==> config.mk <==
export PLATFORM = sky130hd
export DESIGN_NAME = pcie_dev_status_link_caps
export DESIGN_NICKNAME = d
export VERILOG_FILES = /design/src/logic/error_flag_bank.v /design/src/logic/level_sync.v /design/src/logic/pcie_dev_status_link_caps.v
export VERILOG_INCLUDE_DIRS = /design/src /design/src/logic
export SDC_FILE = /design/constraint.sdc
export NUM_CORES = 1
export LEC_CHECK = 0
export BUFFER_PORTS_ARGS = -buffer_cell sky130_fd_sc_hd__buf_4
export CAP_MARGIN = 20
export CELL_PAD_IN_SITES_DETAIL_PLACEMENT = 0
export CELL_PAD_IN_SITES_GLOBAL_PLACEMENT = 2
export CORE_MARGIN = 1.5
export CORE_UTILIZATION = 15
export DETAILED_ROUTE_END_ITERATION = 10
export PLACE_DENSITY = 0.95
export SLEW_MARGIN = 15
export SYNTH_ARGS = -nofsm -noshare
export SYNTH_HDL_FRONTEND = slang
export SYNTH_SLANG_ARGS = --single-unit
==> constraint.sdc <==
create_clock -name core_clk -period 1.73 [get_ports core_clk]
set_clock_uncertainty 0.1 [all_clocks]
set_input_delay 0.173 -clock core_clk [delete_from_list [all_inputs] [get_ports core_clk]]
set_output_delay 0.173 -clock core_clk [all_outputs]
set_load 0.005 [all_outputs]
==> src/logic/dev_status_link_caps_regs.vh <==
// Purpose: offsets, field positions, reset values and fixed codes
// Assumes: byte offsets in configuration space
// Notes: definitions only
`ifndef DEV_STATUS_LINK_CAPS_REGS_VH
`define DEV_STATUS_LINK_CAPS_REGS_VH
`define DEVICE_STATUS_OFFSET 8'h7A
`define LINK_CAPABILITIES_OFFSET 8'h7C
`define LINK_CONTROL_OFFSET 8'h80
`define DIAG_CONTROL1_OFFSET 8'hC4
`define DEVICE_STATUS_RESET 16'h0000
`define DS_OUTSTANDING_BIT 5
`define DS_AUX_BIT 4
`define DS_UNSUPPORTED_BIT 3
`define DS_FATAL_BIT 2
`define DS_NONFATAL_BIT 1
`define DS_CORRECTABLE_BIT 0
`define LC_COMMON_CLOCK_BIT 6
`define LCAP_PORT_NUM 8'h00
`define LCAP_RESERVED 2'h0
`define LCAP_BW_NOTIFY 1'h0
`define LCAP_LINK_ACTIVE 1'h0
`define LCAP_SURPRISE_DOWN 1'h0
`define LCAP_CLOCK_PM 1'h1
`define LCAP_STANDBY_COMMON 3'h3
`define LCAP_STANDBY_ASYNC 3'h4
`define LCAP_ASPM_SUPPORT 2'h3
`define LCAP_MAX_WIDTH 6'h01
`define LCAP_MAX_SPEED 4'h1
`define DIAG_UPPER_HI 20
`define DIAG_UPPER_LO 18
`define DIAG_LOWER_HI 17
`define DIAG_LOWER_LO 15
`endif

==> src/logic/error_flag_bank.v <==
// Purpose: sticky error flags, cleared by writing ones
// Assumes: event inputs are on core_clk
// Notes: set wins over clear in the same cycle
`timescale 1ns/1ns
module error_flag_bank #(
	parameter WIDTH = 4
) (
	// clock and reset
	input wire core_clk,
	input wire rst,
	// events and clear
	input wire [WIDTH-1:0] set_event,
	input wire [WIDTH-1:0] clear_mask,
	// state
	output reg [WIDTH-1:0] flags
);
	genvar i;
	generate
		for (i = 0; i < WIDTH; i = i + 1)
		begin : g_flag
			always @(posedge core_clk or posedge rst)
			begin
				if (rst)
					flags[i] <= 1'b0;
				else if (set_event[i])
					flags[i] <= 1'b1;
				else if (clear_mask[i])
					flags[i] <= 1'b0;
			end
		end
	endgenerate
endmodule // error_flag_bank

==> src/logic/level_sync.v <==
// Purpose: two-flop synchroniser for a pin level
// Assumes: input is asynchronous to core_clk
// Notes: first stage feeds only the second
`timescale 1ns/1ns
module level_sync (
	// clock and reset
	input wire core_clk,
	input wire rst,
	// levels
	input wire level_in,
	output reg level_out
);
	reg stage1;
	always @(posedge core_clk or posedge rst)
	begin
		if (rst)
		begin
			stage1 <= 1'b0;
			level_out <= 1'b0;
		end
		else
		begin
			stage1 <= level_in;
			level_out <= stage1;
		end
	end
endmodule // level_sync

==> src/logic/pcie_dev_status_link_caps.v <==
// What this block does
// - bit 5 high while non-posted requests pending
// - bit 4 reports auxiliary supply presence
// - bit 3 set on unsupported request
// - bit 2 set on fatal error
// - bit 1 set on nonfatal error
// - bit 0 set on correctable error
// - status bits 15:6 read zero
// - port number zero in bits 31:24
// - capability bits 23:22 read zero
// - bits 21, 20, 19 hardwired zero
// - bit 18 hardwired one
// - common clock: bits 17:15 from diag 20:18
// - async clock: bits 17:15 from diag 17:15
// - common clock: bits 14:12 read 011b
// - async clock: bits 14:12 read 100b
// - bits 11:10 read 11b
// - bits 9:4 read 000001b
// - bits 3:0 read 1h
// - common clock from link control bit 6
//
// Purpose: device status and link capabilities configuration registers
// Assumes: config port with byte offset, one-cycle read/write strobes
// Notes: read data registered, valid one cycle after the read strobe
`timescale 1ns/1ns
`include "dev_status_link_caps_regs.vh"
module pcie_dev_status_link_caps (
	// clock and reset
	input wire core_clk,
	input wire rst,
	// configuration access
	input wire [7:0] cfg_addr,
	input wire cfg_read,
	input wire cfg_write,
	input wire [31:0] cfg_wdata,
	output reg [31:0] cfg_rdata,
	output reg cfg_rvalid,
	// bridge state
	input wire nonposted_pending,
	input wire aux_supply_pin,
	input wire unsupported_request_event,
	input wire fatal_error_event,
	input wire nonfatal_error_event,
	input wire correctable_error_event,
	// neighbouring register fields
	input wire [15:0] link_control,
	input wire [31:0] diag_control1,
	// status view
	output wire [15:0] device_status,
	output wire [31:0] link_capabilities
);
	wire aux_supply_present;
	wire [3:0] err_flags;
	wire [3:0] err_events;
	wire [3:0] err_clear;
	wire common_clock;
	wire status_write;
	wire [2:0] deep_idle_exit_delay;
	wire [2:0] standby_exit_delay;
	reg outstanding_request_flag;

	level_sync u_aux_sync (
		.core_clk(core_clk),
		.rst(rst),
		.level_in(aux_supply_pin),
		.level_out(aux_supply_present)
	);

	always @(posedge core_clk or posedge rst)
	begin
		if (rst)
			outstanding_request_flag <= 1'b0;
		else
			outstanding_request_flag <= nonposted_pending;
	end

	// event order: unsupported, fatal, nonfatal, correctable
	assign err_events = {unsupported_request_event, fatal_error_event,
		nonfatal_error_event, correctable_error_event};
	// status sits in the upper half of the dword at 78h
	assign status_write = cfg_write && (cfg_addr == `DEVICE_STATUS_OFFSET);
	assign err_clear = status_write ? cfg_wdata[`DS_UNSUPPORTED_BIT+16:16] : 4'h0;

	error_flag_bank #(
		.WIDTH(4)
	) u_flags (
		.core_clk(core_clk),
		.rst(rst),
		.set_event(err_events),
		.clear_mask(err_clear),
		.flags(err_flags)
	);

	// unused bits 15:6 are zero
	assign device_status = {10'h000, outstanding_request_flag, aux_supply_present,
		err_flags};

	assign common_clock = link_control[`LC_COMMON_CLOCK_BIT];
	assign deep_idle_exit_delay = common_clock ?
		diag_control1[`DIAG_UPPER_HI:`DIAG_UPPER_LO] :
		diag_control1[`DIAG_LOWER_HI:`DIAG_LOWER_LO];
	assign standby_exit_delay = common_clock ?
		`LCAP_STANDBY_COMMON :
		`LCAP_STANDBY_ASYNC;

	// fully combinational, no storage: writes have nowhere to land
	assign link_capabilities = {
		`LCAP_PORT_NUM,
		`LCAP_RESERVED,
		`LCAP_BW_NOTIFY, `LCAP_LINK_ACTIVE, `LCAP_SURPRISE_DOWN,
		`LCAP_CLOCK_PM,
		deep_idle_exit_delay,
		standby_exit_delay,
		`LCAP_ASPM_SUPPORT,
		`LCAP_MAX_WIDTH,
		`LCAP_MAX_SPEED
	};

	always @(posedge core_clk or posedge rst)
	begin
		if (rst)
		begin
			cfg_rdata <= 32'h00000000;
			cfg_rvalid <= 1'b0;
		end
		else
		begin
			cfg_rvalid <= cfg_read;
			if (cfg_read)
			begin
				case (cfg_addr)
					`DEVICE_STATUS_OFFSET: cfg_rdata <= {16'h0000, device_status};
					`LINK_CAPABILITIES_OFFSET: cfg_rdata <= link_capabilities;
					default: cfg_rdata <= 32'h00000000;
				endcase
			end
		end
	end
endmodule // pcie_dev_status_link_caps

==> flow_summary.yaml <==
status:
  status: "completed"
timing:
  final-setup-viol-count: 0
  whs_ps: 44.4
  slew_violations: 0
  fin_crit_sh_pct: 63.7
  rsz0062_at_grt: "false"
  setup_ws_ps: 628
  min_period_ps: 1100
  finalHoldViolCount: 0
  clock.fmax_mhz: 908
  fin_setup_tns_ps: 0
routing:
  highest_layer: "met4"
  wl_met2_um: 1370
  drc: 0
  vias: 937
  ant_nets: 0
  avgRoutedWirePerCell_um: 9.33
  dr_wl_met3_um: 302
  dr.first_iter.drc_count: 27
  via_per_inst: 3.13
  wl_um: 2790
  wl_met1_um: 1100
  drt-pass1-iter-count: 4
floorplanning:
  start_util_pct: 15.6
  die-area_um2: 9180
  die_h_um: 95.8
  die_x_um: 95.8
  coreArea_um2: 8300
  io_pins: 179
  fp-row-count: 33
synth:
  synth-edff-count: 0
  ys_warn_count: 0
  synth_area_um2: 1290
  ys.flop_type: "dfrtp_1"
  synth_commonest_cells: "60 x buf_4, 20 x dfrtp_1, 13 x inv_1, 12 x nand2_1, 9 x o22ai_1"
  yosysTopAreaCell: "dfrtp_1"
  syn_avg_cell_area_um2: 9.23
  synth_cell_types: 19
  ys_seq_elements: 20
  synth.most_common_cell: "buf_4"
  post-synth-top-area-fraction_pct: 38.7
  synthArstFlopShare_pct: 100
  synth-seq-area-share_pct: 38.7
  syn-instance-count: 140
  synth_area_leaders: "dfrtp_1 39%, buf_4 35%, o22ai_1 4.4%, inv_1 3.8%, nand2_1 3.5%"
power_and_ir_drop:
  p_comb_share_pct: 16.5
  clkPwrFrac_pct: 35.7
  p_switching_uw: 243
  sequentialPowerShare_pct: 47.8
  p_leak_uw: 0.000851
  p_sw_share_pct: 24.2
  cellPowerDensity_nw_per_um2: 599
  internal_power_uw: 761
  irDropWorstVdd_v: 0.000146
cts:
  insertion_delay_ps: 260
  root_buffer: "clkbuf_8"
  clk_pin_slew_ps: 80
  post_cts_buffers: 0
  cts_max_level: 1
  cts-resized-gates: 0
  cts_tree: "yes"
  clockBufferDepth: 2
  cts_buffers: 3
  holdBufCountCts: 3
  clock-sinks: 20
setup_path:
  arrival_ps: 830
  start_kind: "flip-flop"
  critPathKind: "flip-flop to primary output"
  path_cells: "buf_4"
  required_ps: 1460
  critPathTopFamily: "flip-flops"
  slowest_delay_ps: 420
  critPathMaxFanout: 3
  cp.buffers_inverters: 1
  crit_slowest_cell: "dfrtp_1"
  worst_setup_path_end_kind: "primary output"
global_route:
  grt_pass1_wl_um: 3930
  overflow: 0
  track_usage_pct: 5.88
  grt_max_degree: 26
  antenna_found_initial: 0
  grt_pass1_vias: 792
final_layout:
  areaGrowthSynthToFinish_pct: 29.7
  nets: 293
  fillers: 914
  layout-drive-gt1-share_pct: 33.5
  regArea_um2: 500
  multi_input_area_um2: 475
  antenna_cells: 0
  stdcell_area_um2: 1680
placement:
  gp_congestion: 0.583
  hpwlAfterDp_um: 2200
  io_buffer_count: 56
  pre_cts_ws_ps: 418
  place_area_um2: 1590
job:
  maxCapViolations: 0
hold_path:
  holdCritPathClass: "primary input to flip-flop"
worst paths after layout:
| check | endpoint | cells after the start | slack, ps | start |
|---|---|---|---|---|
| worst max-delay path | device_status[1] | 1 | 630 | u_flags.flags[1]$_DFFE_PP0P_ |
| worst min-delay path | u_flags.flags[0]$_DFFE_PP0P_ | 2 | 40 | correctable_error_event |
| min in group asynchronous | cfg_rvalid$_DFF_PP0_ | 4 | 410 | rst |
| max in group asynchronous | cfg_rdata[2]$_DFFE_PP0P_ | 4 | 900 | rst |
| worst max register to register | cfg_rdata[0]$_DFFE_PP0P_ | 2 | 840 | u_flags.flags[0]$_DFFE_PP0P_ |
| worst min register to register | u_aux_sync.level_out$_DFF_PP0_ | 0 | 260 | u_aux_sync.stage1$_DFF_PP0_ |
layer usage:
layer | up-vias | GRT usage [%]
li1 | 449 | -
met1 | 418 | 7.00
met2 | 68 | 10.2
met3 | 2 | 1.18
met4 | 0 | 2.57
met5 | - | 0
cell type report:
type | count | share of cell area (%)
well taps | 105 | 7.84
multi-input cells | 96 | 28.4
inverters | 13 | 2.91
repair buffers | 61 | 27.8
clock buffers | 4 | 3.28
flip-flops and latches | 20 | 29.9
power groups by stage:
stage	Combinational (µW)	Clock, µW	Sequential (µW)
global placement	159	0	489
CTS	167	387	480
detailed placement	161	0	490
global route	191	413	481
floorplan	162	0	489
finish	165	359	480
sequential cells by signal (all words and copies together) (netlist names):
register	count
cfg_rvalid	1
u_aux_sync.level_out	1
u_aux_sync.stage1	1
cfg_rdata	12
outstanding_request_flag	1
u_flags.flags	4
placed cells by master, fill, tap and decap left out:
master / instances
o22a_1: 4
dlygate4sd3_1: 3
dfrtp_1: 20
conb_1: 53
and4b_1: 1
nand2_1: 12
inv_1: 13
nor2b_1: 2
o22ai_1: 9
buf_4: 58
nand4_1: 1
nand3b_1: 4
mux2i_1: 1
mux2_2: 3
clkbuf_8: 4
nor2_1: 2
a221oi_1: 2
nand3_1: 1
a21boi_0: 1
kinds of logic (layout without fill, tap and decap cells):
logic type / Yosys count / count (layout) / synth area share, %
other: 2 / 53 / 0.581
multiplexers: 4 / 4 / 3.39
buffers and inverters: 75 / 78 / 39.3
AND/OR/NAND/NOR: 23 / 23 / 9.00
AO/OA/AOI/OAI: 16 / 16 / 9.00
flip-flops: 20 / 20 / 38.7
stage by stage:
step                utilization (%)  total power, µW  std cells
finish                         20.2             1000        299
global route                   20.2             1090        299
CTS                            20.2             1030        299
detailed placement             19.2              651        292
global placement               19.2              648        292
floorplan                         -              652        191
Power figures use the tool's default switching activity.
